### src/core/fault_map.svh
// Bit positions, encodings, widths and timing counts for the driver fault-protection block.
// Assumes a 100 MHz system clock; included by the package and the design.
`ifndef FAULT_MAP_SVH
`define FAULT_MAP_SVH
`define CLK_PERIOD_NS 10
// Deglitch times, selected by a two-bit setting
`define DEG_SEL0_NS 200
`define DEG_SEL1_NS 500
`define DEG_SEL2_NS 1000
`define DEG_SEL3_NS 2000
`define NS_TO_CYC_UP(ns) (((ns) + `CLK_PERIOD_NS - 1) / `CLK_PERIOD_NS)
`define NS_TO_CYC_DN(ns) ((ns) / `CLK_PERIOD_NS)
// Driver retry period after an overcurrent shutdown
`define DRV_RETRY_NS 5000000
`define DRV_RETRY_CYC `NS_TO_CYC_DN(`DRV_RETRY_NS)
// Lock retry time is (setting + 1) units
`define LOCK_RETRY_TIME_UNIT_NS 100000000
`define LOCK_RETRY_TIME_UNIT_CYC `NS_TO_CYC_DN(`LOCK_RETRY_TIME_UNIT_NS)
// Field positions inside the hard current-limit mode
`define HCL_DISABLE_BIT_HI 3
`define HCL_DISABLE_BIT_LO 0
`define HCL_RETRY_BIT 2
`define HCL_REPORT_MODE 4'h8
// Overcurrent mode encodings
`define OCM_LATCH 2'h0
`define OCM_RETRY 2'h1
`define OCM_REPORT 2'h2
`define OCM_OFF 2'h3
// Widths of the deglitch and retry counters
`define DEG_CNT_W 8
`define RETRY_CNT_W 26
`endif

### src/core/fault_pkg.sv
// Types shared by the fault-protection block and its bench.
// Assumes fault_map.svh sits in the include path.
`include "fault_map.svh"
package fault_pkg;
   // Comparator levels from the analog front end, all asynchronous
   typedef struct packed {
      logic vm_uvlo;
      logic avdd_uv;
      logic buck_uv;
      logic pump_uv;
      logic vm_over_lo;
      logic vm_over_hi;
      logic [5:0] fet_over;
      logic buck_hs_over;
      logic csa_over;
      logic temp_warn;
      logic temp_below_hys;
   } sense_t;
   typedef struct packed {
      logic driver_fault;
      logic controller_fault;
      logic pump_undervoltage_flag;
      logic overvoltage_flag;
      logic overcurrent_flag;
      logic [5:0] fet_oc_flag;
      logic hard_current_limit_flag;
      logic thermal_flag;
      logic thermal_warning_flag;
   } status_t;
   typedef enum logic [2:0] {
      ST_DRIVE = 3'h0,
      ST_ALL_OFF = 3'h1,
      ST_RECIRC = 3'h3,
      ST_HS_ON = 3'h2,
      ST_LS_ON = 3'h6
   } stage_t;
   typedef enum logic [1:0] {
      OC_IDLE = 2'h0,
      OC_SHUT = 2'h1,
      OC_WAIT = 2'h3
   } oc_state_t;
   typedef enum logic [1:0] {
      HL_IDLE = 2'h0,
      HL_LATCH = 2'h1,
      HL_RETRY = 2'h3,
      HL_REPORT = 2'h2
   } hl_state_t;
endpackage : fault_pkg

### src/core/fault_protect.sv
// Fault detection and response for a three-phase integrated FET driver.
// Assumes analog comparators deliver raw levels and the host pulses fault_clear.
`include "fault_map.svh"

////////////////////////////////////////////////////////////////////////////////
// Notes on behaviour
// - Motor supply undervoltage: FETs and pump off, reset
// - Analog supply undervoltage: FETs and pump off, reset
// - Buck undervoltage: buck switches off, reset
// - Pump undervoltage: FETs off, pin low, auto-resume
// - Pump undervoltage flag sticky until clear
// - Overvoltage: FETs off, pin low, sticky flag
// - Overvoltage disabled when enable is zero
// - Threshold select picks 22 V or 34 V
// - Overcurrent needs deglitch; mode sets response
// - Mode 00: latched shutdown until clear
// - Mode 01: retry, driver fault auto-clears
// - Mode 10: report only, clear command
// - Mode 11: ignore overcurrent entirely
// - Buck overcurrent after deglitch: buck off, reset
// - Current limit needs sense amp deglitch
// - Latched limit modes set stage, pin low
// - Latched limit flags resume only after clear
// - Retry limit modes resume, flags cleared
// - Mode 1000: report only, flags until clear
// - Modes 1xx1: ignore current limit
// - Thermal warning reported: pin low only
// - Warning flag clears when cool and commanded
module fault_protect #(
   parameter int DRV_RETRY_CYCLES = `DRV_RETRY_CYC,
   parameter int LOCK_RETRY_UNIT_CYCLES = `LOCK_RETRY_TIME_UNIT_CYC
) (
   // Clock and reset
   input wire logic clk_sys,
   input wire logic rst_b,
   // Analog comparator levels
   input wire fault_pkg::sense_t sense,
   // Configuration
   input wire logic overvoltage_enable,
   input wire logic overvoltage_threshold_select,
   input wire logic [1:0] overcurrent_mode,
   input wire logic [1:0] overcurrent_deglitch,
   input wire logic [3:0] hard_current_limit_mode,
   input wire logic [1:0] hard_current_limit_deglitch,
   input wire logic [1:0] lock_retry_time,
   input wire logic thermal_warning_report_enable,
   input wire logic fault_clear,
   // Responses
   output logic fault_out_n,
   output fault_pkg::stage_t stage,
   output logic pump_enable,
   output logic buck_off,
   output logic device_reset_req,
   output fault_pkg::status_t status
);
   localparam int DW = `DEG_CNT_W;
   localparam int RW = `RETRY_CNT_W;
   ////////////////////////////////////////////////////////////////////////////
   // Input synchronisers and clear-pulse shaping
   fault_pkg::sense_t s1_r, s2_r;
   logic clr_d1_r, clr_d2_r, clr_d3_r, clr_pulse;
   // Host may hold the bit high; only the rising edge counts as a command
   always_ff @(posedge clk_sys or negedge rst_b) begin
      if (!rst_b) begin
         s1_r <= '0;
         s2_r <= '0;
         clr_d1_r <= 1'b0;
         clr_d2_r <= 1'b0;
         clr_d3_r <= 1'b0;
      end else begin
         s1_r <= sense;
         s2_r <= s1_r;
         clr_d1_r <= fault_clear;
         clr_d2_r <= clr_d1_r;
         clr_d3_r <= clr_d2_r;
      end
   end
   assign clr_pulse = clr_d2_r & ~clr_d3_r;
   ////////////////////////////////////////////////////////////////////////////
   // Deglitch filters: six FETs, buck high side, sense amplifier
   function automatic logic [DW-1:0] deg_cycles(input logic [1:0] sel);
      case (sel)
         2'h0: deg_cycles = DW'(`NS_TO_CYC_UP(`DEG_SEL0_NS));
         2'h1: deg_cycles = DW'(`NS_TO_CYC_UP(`DEG_SEL1_NS));
         2'h2: deg_cycles = DW'(`NS_TO_CYC_UP(`DEG_SEL2_NS));
         default: deg_cycles = DW'(`NS_TO_CYC_UP(`DEG_SEL3_NS));
      endcase
   endfunction
   logic [7:0] raw_over, deg_evt;
   logic [7:0][DW-1:0] deg_lim;
   assign raw_over = {s2_r.csa_over, s2_r.buck_hs_over, s2_r.fet_over};
   generate
      for (genvar gi = 0; gi < 8; gi++) begin : g_deg
         logic [DW-1:0] cnt_r, cnt_nxt;
         assign deg_lim[gi] = (gi == 7) ? deg_cycles(hard_current_limit_deglitch)
                                        : deg_cycles(overcurrent_deglitch);
         // Saturates one past the limit so the event means strictly longer
         always_comb begin
            cnt_nxt = cnt_r;
            if (!raw_over[gi]) cnt_nxt = '0;
            else if (cnt_r <= deg_lim[gi]) cnt_nxt = cnt_r + DW'(1);
         end
         always_ff @(posedge clk_sys or negedge rst_b) begin
            if (!rst_b) cnt_r <= '0;
            else cnt_r <= cnt_nxt;
         end
         assign deg_evt[gi] = cnt_r > deg_lim[gi];
      end
   endgenerate
   ////////////////////////////////////////////////////////////////////////////
   // Level-driven conditions
   logic rst_evt, pump_act, ov_act, oc_any, oc_seen, hl_evt, hl_off, hl_report;
   assign rst_evt = s2_r.vm_uvlo | s2_r.avdd_uv | s2_r.buck_uv | deg_evt[6];
   assign pump_act = s2_r.pump_uv;
   assign ov_act = overvoltage_enable &
                   (overvoltage_threshold_select ? s2_r.vm_over_hi : s2_r.vm_over_lo);
   assign oc_any = |deg_evt[5:0];
   assign oc_seen = oc_any & (overcurrent_mode != `OCM_OFF);
   assign hl_off = hard_current_limit_mode[`HCL_DISABLE_BIT_HI] &
                   hard_current_limit_mode[`HCL_DISABLE_BIT_LO];
   assign hl_evt = deg_evt[7] & ~hl_off;
   assign hl_report = hard_current_limit_mode[`HCL_DISABLE_BIT_HI];

   ////////////////////////////////////////////////////////////////////////////
   // Overcurrent and current-limit state machines
   fault_pkg::oc_state_t oc_r, oc_nxt;
   fault_pkg::hl_state_t hl_r, hl_nxt;
   logic [RW-1:0] oc_cnt_r, oc_cnt_nxt, hl_cnt_r, hl_cnt_nxt, hl_lim;
   logic oc_expire, hl_expire;
   assign hl_lim = RW'(LOCK_RETRY_UNIT_CYCLES) * RW'({1'b0, lock_retry_time} + 3'h1);
   assign oc_expire = (oc_r == fault_pkg::OC_WAIT) && (oc_cnt_r == RW'(DRV_RETRY_CYCLES - 1));
   assign hl_expire = (hl_r == fault_pkg::HL_RETRY) && (hl_cnt_r == hl_lim - RW'(1));
   always_comb begin
      oc_nxt = oc_r;
      oc_cnt_nxt = '0;
      case (oc_r)
         fault_pkg::OC_IDLE: begin
            if (oc_seen && overcurrent_mode == `OCM_LATCH) oc_nxt = fault_pkg::OC_SHUT;
            else if (oc_seen && overcurrent_mode == `OCM_RETRY) oc_nxt = fault_pkg::OC_WAIT;
         end
         fault_pkg::OC_SHUT: begin
            if (clr_pulse && !oc_any) oc_nxt = fault_pkg::OC_IDLE;
         end
         fault_pkg::OC_WAIT: begin
            oc_cnt_nxt = oc_cnt_r + RW'(1);
            if (oc_expire) oc_nxt = fault_pkg::OC_IDLE;
         end
         default: oc_nxt = fault_pkg::OC_IDLE;
      endcase
      if (rst_evt) oc_nxt = fault_pkg::OC_IDLE;
   end
   always_comb begin
      hl_nxt = hl_r;
      hl_cnt_nxt = '0;
      case (hl_r)
         fault_pkg::HL_IDLE: begin
            if (hl_evt && hl_report) hl_nxt = fault_pkg::HL_REPORT;
            else if (hl_evt && hard_current_limit_mode[`HCL_RETRY_BIT])
               hl_nxt = fault_pkg::HL_RETRY;
            else if (hl_evt) hl_nxt = fault_pkg::HL_LATCH;
         end
         fault_pkg::HL_LATCH, fault_pkg::HL_REPORT: begin
            if (clr_pulse && !deg_evt[7]) hl_nxt = fault_pkg::HL_IDLE;
         end
         fault_pkg::HL_RETRY: begin
            hl_cnt_nxt = hl_cnt_r + RW'(1);
            if (hl_expire) hl_nxt = fault_pkg::HL_IDLE;
         end
         default: hl_nxt = fault_pkg::HL_IDLE;
      endcase
      if (rst_evt) hl_nxt = fault_pkg::HL_IDLE;
   end
   always_ff @(posedge clk_sys or negedge rst_b) begin
      if (!rst_b) begin
         oc_r <= fault_pkg::OC_IDLE;
         hl_r <= fault_pkg::HL_IDLE;
         oc_cnt_r <= '0;
         hl_cnt_r <= '0;
      end else begin
         oc_r <= oc_nxt;
         hl_r <= hl_nxt;
         oc_cnt_r <= oc_cnt_nxt;
         hl_cnt_r <= hl_cnt_nxt;
      end
   end

   ////////////////////////////////////////////////////////////////////////////
   // Sticky status; a set in the same cycle as a clear command wins, but a reset event clears everything
   fault_pkg::status_t st_r, st_nxt;
   logic tw_act_r, tw_act_nxt, cool;
   assign cool = s2_r.temp_below_hys;
   always_comb begin
      st_nxt = st_r;
      tw_act_nxt = tw_act_r;
      if (clr_pulse) begin
         if (!pump_act) st_nxt.pump_undervoltage_flag = 1'b0;
         if (!ov_act) st_nxt.overvoltage_flag = 1'b0;
         if (!oc_any) begin
            st_nxt.overcurrent_flag = 1'b0;
            st_nxt.fet_oc_flag = '0;
         end
         if (!pump_act && !ov_act && !oc_any && oc_r == fault_pkg::OC_IDLE)
            st_nxt.driver_fault = 1'b0;
         if (!deg_evt[7] && hl_r != fault_pkg::HL_RETRY) begin
            st_nxt.controller_fault = 1'b0;
            st_nxt.hard_current_limit_flag = 1'b0;
         end
         if (cool) begin
            st_nxt.thermal_warning_flag = 1'b0;
            st_nxt.thermal_flag = 1'b0;
         end
      end
      if (oc_expire) st_nxt.driver_fault = 1'b0;
      if (hl_expire) begin
         st_nxt.controller_fault = 1'b0;
         st_nxt.hard_current_limit_flag = 1'b0;
      end
      if (cool) tw_act_nxt = 1'b0;
      if (pump_act) begin
         st_nxt.driver_fault = 1'b1;
         st_nxt.pump_undervoltage_flag = 1'b1;
      end
      if (ov_act) begin
         st_nxt.driver_fault = 1'b1;
         st_nxt.overvoltage_flag = 1'b1;
      end
      if (oc_seen) begin
         st_nxt.driver_fault = 1'b1;
         st_nxt.overcurrent_flag = 1'b1;
         st_nxt.fet_oc_flag = st_r.fet_oc_flag | deg_evt[5:0];
      end
      if (hl_evt && hl_r != fault_pkg::HL_RETRY) begin
         st_nxt.controller_fault = 1'b1;
         st_nxt.hard_current_limit_flag = 1'b1;
      end
      if (thermal_warning_report_enable && s2_r.temp_warn) begin
         tw_act_nxt = 1'b1;
         st_nxt.thermal_flag = 1'b1;
         st_nxt.thermal_warning_flag = 1'b1;
      end
      if (rst_evt) begin
         st_nxt = '0;
         tw_act_nxt = 1'b0;
      end
   end
   always_ff @(posedge clk_sys or negedge rst_b) begin
      if (!rst_b) begin
         st_r <= '0;
         tw_act_r <= 1'b0;
      end else begin
         st_r <= st_nxt;
         tw_act_r <= tw_act_nxt;
      end
   end

   ////////////////////////////////////////////////////////////////////////////
   // Output stage, fault pin and supply controls, all registered
   fault_pkg::stage_t stage_r, stage_nxt;
   logic pin_low_nxt, pin_low_r, pump_en_nxt, pump_en_r, buck_off_r, rst_req_r;
   always_comb begin
      stage_nxt = fault_pkg::ST_DRIVE;
      if (hl_r == fault_pkg::HL_LATCH || hl_r == fault_pkg::HL_RETRY) begin
         case (hard_current_limit_mode[1:0])
            2'h0: stage_nxt = fault_pkg::ST_ALL_OFF;
            2'h1: stage_nxt = fault_pkg::ST_RECIRC;
            2'h2: stage_nxt = fault_pkg::ST_HS_ON;
            default: stage_nxt = fault_pkg::ST_LS_ON;
         endcase
      end
      // Supply and overcurrent shutdowns override any braking choice
      if (rst_evt || pump_act || ov_act || oc_r != fault_pkg::OC_IDLE)
         stage_nxt = fault_pkg::ST_ALL_OFF;
      pin_low_nxt = pump_act | ov_act | (oc_r != fault_pkg::OC_IDLE) | tw_act_nxt |
                    (hl_r != fault_pkg::HL_IDLE) |
                    (st_r.overcurrent_flag & (overcurrent_mode == `OCM_REPORT));
      pump_en_nxt = ~(s2_r.vm_uvlo | s2_r.avdd_uv);
   end
   always_ff @(posedge clk_sys or negedge rst_b) begin
      if (!rst_b) begin
         stage_r <= fault_pkg::ST_ALL_OFF;
         pin_low_r <= 1'b0;
         pump_en_r <= 1'b0;
         buck_off_r <= 1'b0;
         rst_req_r <= 1'b0;
      end else begin
         stage_r <= stage_nxt;
         pin_low_r <= pin_low_nxt;
         pump_en_r <= pump_en_nxt;
         buck_off_r <= s2_r.buck_uv | deg_evt[6];
         rst_req_r <= rst_evt;
      end
   end
   assign stage = stage_r;
   assign fault_out_n = ~pin_low_r;
   assign pump_enable = pump_en_r;
   assign buck_off = buck_off_r;
   assign device_reset_req = rst_req_r;
   assign status = st_r;
endmodule // fault_protect

### config.mk
export PLATFORM = sky130hd
export DESIGN_NAME = fault_protect
export DESIGN_NICKNAME = d
export VERILOG_FILES = /design/src/core/fault_pkg.sv /design/src/core/fault_protect.sv
export VERILOG_INCLUDE_DIRS = /design/src /design/src/core
export SDC_FILE = /design/constraint.sdc
export NUM_CORES = 1
export LEC_CHECK = 0
export BUFFER_PORTS_ARGS = -buffer_cell sky130_fd_sc_hd__buf_4
export CORE_ASPECT_RATIO = 1.75
export CORE_MARGIN = 3
export CORE_UTILIZATION = 60
export CTS_CLUSTER_SIZE = 16
export DETAILED_ROUTE_END_ITERATION = 10
export PLACE_DENSITY = 0.76
export SETUP_SLACK_MARGIN = 0.5
export SLEW_MARGIN = 20
export SYNTH_ARGS = -nofsm -noshare
export SYNTH_HDL_FRONTEND = slang
export SYNTH_SLANG_ARGS = --single-unit
### constraint.sdc
create_clock -name clk_sys -period 3.2 [get_ports clk_sys]
set_clock_uncertainty 0.05 [all_clocks]
set_input_delay 0.32 -clock clk_sys [delete_from_list [all_inputs] [get_ports clk_sys]]
set_output_delay 0.32 -clock clk_sys [all_outputs]
set_load 0.02 [all_outputs]
==> flow_metrics.tcl, run 1 <==
set metrics [dict create \
    fp.dieW_um 101 \
    cts_tree "built" \
    post_cts_buffers 0 \
    worstReg2RegStart "g_deg[7].cnt_r[3]" \
    fin_setup_tns_ns 0 \
    final_cell_mix "dfrtp_1, ha_1, and2_1, buf_4, xnor2_1" \
    use_met2_pct 43.8 \
    num_vias 6992 \
    netSwitchingPower_mw 1.28 \
    critPathArrivalTime_ns 2.91 \
    mostFrequentLayoutCell "dfrtp_1" \
    worstHoldEndpoint "stage[0]" \
    grt_use_total_pct 24.1 \
    wl_per_cell_um 16.4 \
    whs_path_depth 2 \
    preCtsSetupSlack_ns 0.151 \
    cts_sinks 175 \
    slew_headroom_pct 41.8 \
    syn_avg_cell_area_um2 10.4 \
    cp.required_ns 3.50 \
    ys_ff_latch 175 \
    core_um2 15500 \
    grt_pass1_wl_um 34300 \
    yosys.area.top_type "dfrtp_1" \
    yosysUniqueCellTypes 58 \
    rsz0062_at_grt "true" \
    cts-root-buf "clkbuf_16" \
    outcome "completed" \
    synth-main-ff-cell "dfrtp_1" \
    drtAntennaViolNets 0 \
    internal-power_mw 3.78 \
    period_share_pct 81.4 \
    cts.clk_slew.worst_paths_ns 0.07 \
    combPwrFrac_pct 9.9 \
    grt_max_degree 94 \
    ys_seq_area_share_pct 45.9 \
    maxSlewViolCount 0 \
    synth-edff-count 0 \
    rows 60 \
    io_buffers 54 \
    drt_wl_total_um 20000 \
    syn_area_um2 9550 \
    grtUsageMet3_pct 3.39 \
    worst-slew-pin-transition_ns 0.873 \
    ys_warn_count 0 \
    grtUsageMet1_pct 28.1 \
    nNetsFinal 1141 \
    path_max_fanout 9 \
    num_antenna_cells 0 \
    place_hpwl_um 14300 \
    antenna_found_initial 0 \
    overflow 0 \
    post-route-drc-count 0 \
    start_kind "input pin" \
    cts_max_level 4 \
    grt_busiest_layer "met2" \
    synth_top_area_share_pct 45.6 \
    async_flop_share_pct 100 \
    synth_fp_nets 1043 \
    pwr-share-clk_pct 43.8 \
    drive_gt1_share_pct 12.1 \
    max_freq_ghz 0.384 \
    io_pins 55 \
    clk_path_buf_depth 2 \
    power.density_nw_per_um2 454 \
    hold_class "in2reg" \
    p_leak_nw 5.19 \
    start_util_pct 61.8 \
    hp-start "hard_current_limit_mode[1]" \
    total_power_mw 5.06 \
    r2r_cells 8 \
    min_period_ns 2.61 \
    cts_buffers 17 \
    crit_type "in2reg" \
    place.gp.congestion 0.841 \
    yosys-top-cells-area "dfrtp_1, ha_1, xnor2_1, and2_1, xor2_1" \
    maxCapViolations 0 \
    ff2ff_setup_slack_ns 0.70 \
    setup_viol 0 \
    vias_per_cell 5.74 \
    seq_power_share_pct 46.2 \
    setup_ws_ns 0.595 \
    die_area_um2 17500 \
    syn_to_final_growth_pct 16.8 \
    reg2reg_to "g_deg[7].cnt_r[7]" \
    drtPass1Iterations 4 \
    grt_pass1_vias 7374 \
    finalInstanceArea_um2 11200 \
    vdd_ir_drop_max_uv 326 \
    finalHoldViolCount 0 \
    crit_path_end_kind "flip-flop" \
    placed_cell_area_um2 10300 \
    syn_inst 921 \
    die_h_um 173 \
    clock_latency_ns 0.43 \
    drtIter0Drc 288 \
    place_inst 1168 \
    swShare_pct 25.3 \
    layout.cells.non_filler 1218 \
]
==> layout make-up <==
class / count / area, µm²
Clock inverter: 14 / 196
Inverter: 30 / 115
Tap cell: 186 / 233
Timing Repair Buffer: 94 / 767
Clock buffer: 18 / 439
Sequential cell: 175 / 4380
Fill cell: 1149 / 4310
Multi-Input combinational cell: 701 / 5030
==> state kept, by name (all words and copies together) (netlist names), 2 cells and up <==
register and cells:
g_deg.cnt_r 64, hl_cnt_r 26, oc_cnt_r 26, s1_r 16, status 12, raw_over 8, s2_r 6, stage 3
hl_r 2, oc_r 2
==> critical path, cell delays in order <==
cell      delay [ns]
buf_4           0.12
buf_4           0.18
ha_1            0.40
ha_1            0.37
nand2_1         0.05
nor3_1          0.25
and3_1          0.20
a21o_1          0.14
inv_1           0.07
or4_1           0.52
a211oi_2        0.16
o21bai_1        0.12
==> synthesized netlist by cell type, types with 4 or more instances <==
cell / number
nor2_1: 58
and4_1: 9
and2_1: 81
dfrtp_1: 174
o21ai_0: 21
o21bai_1: 7
a21o_1: 4
nor3_1: 11
clkbuf_1: 11
nand3b_1: 12
or3_1: 8
nand4b_1: 9
nand3_1: 40
o21ai_1: 5
nand2_1: 62
nor2b_1: 11
nor4_1: 6
inv_1: 29
mux2i_1: 4
nand2b_1: 9
and3_1: 21
xor2_1: 39
xnor2_1: 72
nand4_1: 27
a211oi_1: 12
a21oi_1: 43
ha_1: 88
==> cells by family after synthesis <==
family	count (synthesis)	share of synthesized area [%]
flip-flops	175	45.9
AND/OR/NAND/NOR	379	22.1
multiplexers	5	0.537
XOR/XNOR	112	10.3
adder cells (fa/ha/maj)	88	11.5
buffers and inverters	45	1.87
AO/OA/AOI/OAI	117	7.78
==> power by group through the flow <==
stage,logic [mW],clock network (mW),registers (mW)
after floorplan,0.293,0,2.37
after global placement,0.468,0,2.38
after detailed placement,0.483,0,2.38
after CTS,0.510,2.26,2.34
after global routing,0.573,2.34,2.35
final,0.504,2.22,2.34
==> worst max-delay path by stage <==
stage                        endpoint  slack (ns)                      startpoint  depth (start not counted)
global placement              oc_r[0]        0.23         overcurrent_deglitch[1]                         13
detailed placement  g_deg[7].cnt_r[7]        0.15  hard_current_limit_deglitch[0]                         12
global route                  hl_r[1]        0.44         overcurrent_deglitch[0]                         12
finish                        hl_r[1]        0.59         overcurrent_deglitch[0]                         12
CTS                 g_deg[7].cnt_r[7]        0.52               g_deg[7].cnt_r[3]                          8
floorplan                     oc_r[0]        0.51         overcurrent_deglitch[0]                         11
==> stage by stage <==
stage,hold slack (ns),utilization (%)
3_3_place_gp,0.282,66.8
4_1_cts,0.0415,72.1
6_report,0.0491,72.1
2_1_floorplan,-0.0256,-
3_5_place_dp,0.285,66.8
5_1_grt,0.0491,72.1
==> routing by layer <==
metal,share of wire [%],up-vias
met5,0,-
met1,41,3435
met2,54,102
li1,-,3414
met4,2.7,0
met3,2.4,41
==> timing repair <==
| item | in CTS | in global routing |
|---|---|---|
| endpoints found under the hold margin | 106 | 0 |
| gates resized for setup | 0 | 2 |
| hold buffers | 18 | 0 |
| endpoints found under the setup margin | 0 | 7 |
Power figures use the tool's default switching activity.
==> inputs of run 2 (changes only) <==
==> constraint.sdc (replaced) <==
create_clock -name clk_sys -period 2.6 [get_ports clk_sys]
set_clock_uncertainty 0.05 [all_clocks]
set_input_delay 0.26 -clock clk_sys [delete_from_list [all_inputs] [get_ports clk_sys]]
set_output_delay 0.26 -clock clk_sys [all_outputs]
set_load 0.02 [all_outputs]
==> flow_metrics.tcl, run 2 (synthesis gave the netlist of run 1 again) <==
set metrics [dict create \
    slew_headroom_pct 48.6 \
    pwr-share-clk_pct 41.0 \
    vias_per_cell 5.94 \
    place.gp.congestion 0.890 \
    io_buffers 54 \
    fin_setup_tns_ns 0 \
    maxSlewViolCount 0 \
    cts_max_level 4 \
    top_register "g_deg.cnt_r" \
    num_antenna_cells 0 \
    antenna_found_initial 0 \
    rows 60 \
    nNetsFinal 1220 \
    cp.required_ns 2.90 \
    worstHoldEndpoint "stage[1]" \
    wl_per_cell_um 19.2 \
    reg_top3 "g_deg.cnt_r (64), hl_cnt_r (26), oc_cnt_r (26)" \
    cts_sinks 175 \
    mostFrequentLayoutCell "dfrtp_1" \
    placed_cell_area_um2 10800 \
    clock_latency_ns 0.43 \
    path_max_fanout 5 \
    drtIter0Drc 423 \
    drive_gt1_share_pct 31.4 \
    reg2reg_to "hl_r[1]" \
    num_vias 7700 \
    worst-slew-pin-transition_ns 0.771 \
    rsz0062_at_grt "true" \
    hold_class "in2reg" \
    cts_tree "built" \
    whs_path_depth 2 \
    cts_buffers 17 \
    multi_input_area_um2 5870 \
    post-route-drc-count 0 \
    largest_reg_flops 64 \
    drtPass1Iterations 5 \
    clk_path_buf_depth 2 \
    total_power_mw 6.38 \
    r2r_cells 10 \
    maxCapViolations 0 \
    crit_type "reg2reg" \
    io_pins 55 \
    grt_use_total_pct 27.4 \
    core_um2 15500 \
    power.density_nw_per_um2 500 \
    crit_path_end_kind "flip-flop" \
    grt_max_degree 87 \
    min_period_ns 2.42 \
    die_area_um2 17500 \
    outcome "completed" \
    critPathArrivalTime_ns 2.73 \
    period_share_pct 93.1 \
    drt_wl_total_um 24800 \
    worstReg2RegStart "g_deg[7].cnt_r[5]" \
    max_freq_ghz 0.413 \
    fp.dieW_um 101 \
    cts.clk_slew.worst_paths_ns 0.07 \
    place_hpwl_um 16000 \
    vdd_ir_drop_max_uv 426 \
    grt_pass1_wl_um 38400 \
    start_kind "flip-flop" \
    start_util_pct 61.8 \
    seq_power_share_pct 45.4 \
    drtAntennaViolNets 0 \
    n_fill_cell 864 \
    grt_pass1_vias 8074 \
    combPwrFrac_pct 13.7 \
    p_leak_nw 5.65 \
    final-seq-area_um2 4400 \
    finalHoldViolCount 0 \
    finalInstanceArea_um2 12700 \
    setup_viol 0 \
    final_cell_mix "dfrtp_1, buf_4, and2_1, xnor2_1, nand2_1" \
    hp-start "hard_current_limit_mode[0]" \
    ff2ff_setup_slack_ns 0.18 \
    die_h_um 173 \
    hold-worst-slack_ns 0.0514 \
    internal-power_mw 4.66 \
    netSwitchingPower_mw 1.71 \
    overflow 0 \
    syn_to_final_growth_pct 33.4 \
    swShare_pct 26.9 \
    cts-root-buf "clkbuf_16" \
]
## run 2: cell types whose count changed in the layout (fill, tap and decap cells not counted), sizes merged
cell	previous run	this run
clkbuf	18	17
buf	76	153
dlygate4sd3	18	20
inv	35	38
bufinv	3	2
clkinv	6	2
clkinvlp	0	2
## run 2: layout make-up
class | instances | area share, %
multi-input combinational | 701 | 46.1
sequential | 175 | 34.6
timing repair buffer | 173 | 11.6
clock buffer | 17 | 3.34
tap | 186 | 1.83
clock inverter | 14 | 1.34
inverter | 30 | 1.30
## run 2: power by group through the flow
stage	logic, mW	registers [mW]	clock network, mW
floorplan	0.416	2.92	0
global placement	0.652	2.93	0
detailed placement	0.696	2.94	0
CTS	0.770	2.88	2.64
global route	0.948	2.90	2.76
finish	0.871	2.89	2.61
## run 2: worst max-delay path, cell delays in order, from the launching register on
cell and delay (ns):
dfrtp_1 0.43, ha_4 0.29, nand4_1 0.14, buf_4 0.19, a21oi_4 0.13, o31ai_4 0.11
buf_6 0.15, buf_6 0.11, or4_4 0.43, a211oi_2 0.18, o21bai_1 0.13
## run 2: layer usage
| layer | global-route usage [%] | part of all wire, % |
|---|---|---|
| met1 | 30.1 | 36 |
| met2 | 50.6 | 57 |
| met3 | 3.79 | 3.5 |
| met4 | 12.0 | 4.2 |
| met5 | 0 | 0 |
## run 2: stage by stage
step	worst slack, ns	util, %	std cells
3_3_place_gp	-0.00595	70.1	1181
3_5_place_dp	-0.106	70.1	1181
2_1_floorplan	0.0503	-	921
6_report	0.179	82.4	1296
4_1_cts	0.271	78.4	1261
5_1_grt	0.114	82.4	1296
## run 2: timing repair
| item | 4_1_cts | 5_1_grt |
|---|---|---|
| pin swaps | 31 | 36 |
| cloned | 0 | 0 |
| endpoints found under the hold margin | 99 | 0 |
| hold buffers | 20 | 0 |
| setup buffers | 29 | 35 |
| setup endpoints to repair | 42 | 57 |
| gates resized for setup | 59 | 78 |
## run 2: worst max path at each step
stage | start | slack (ns) | to
after global routing | g_deg[7].cnt_r[2] | 0.11 | hl_r[1]
after global placement | overcurrent_deglitch[0] | -0.006 | hl_r[1]
after detailed placement | lock_retry_time[1] | -0.11 | hl_r[1]
final | g_deg[7].cnt_r[5] | 0.18 | hl_r[1]
after floorplan | lock_retry_time[0] | 0.05 | hl_r[1]
after CTS | g_deg[7].cnt_r[5] | 0.27 | g_deg[7].cnt_r[6]
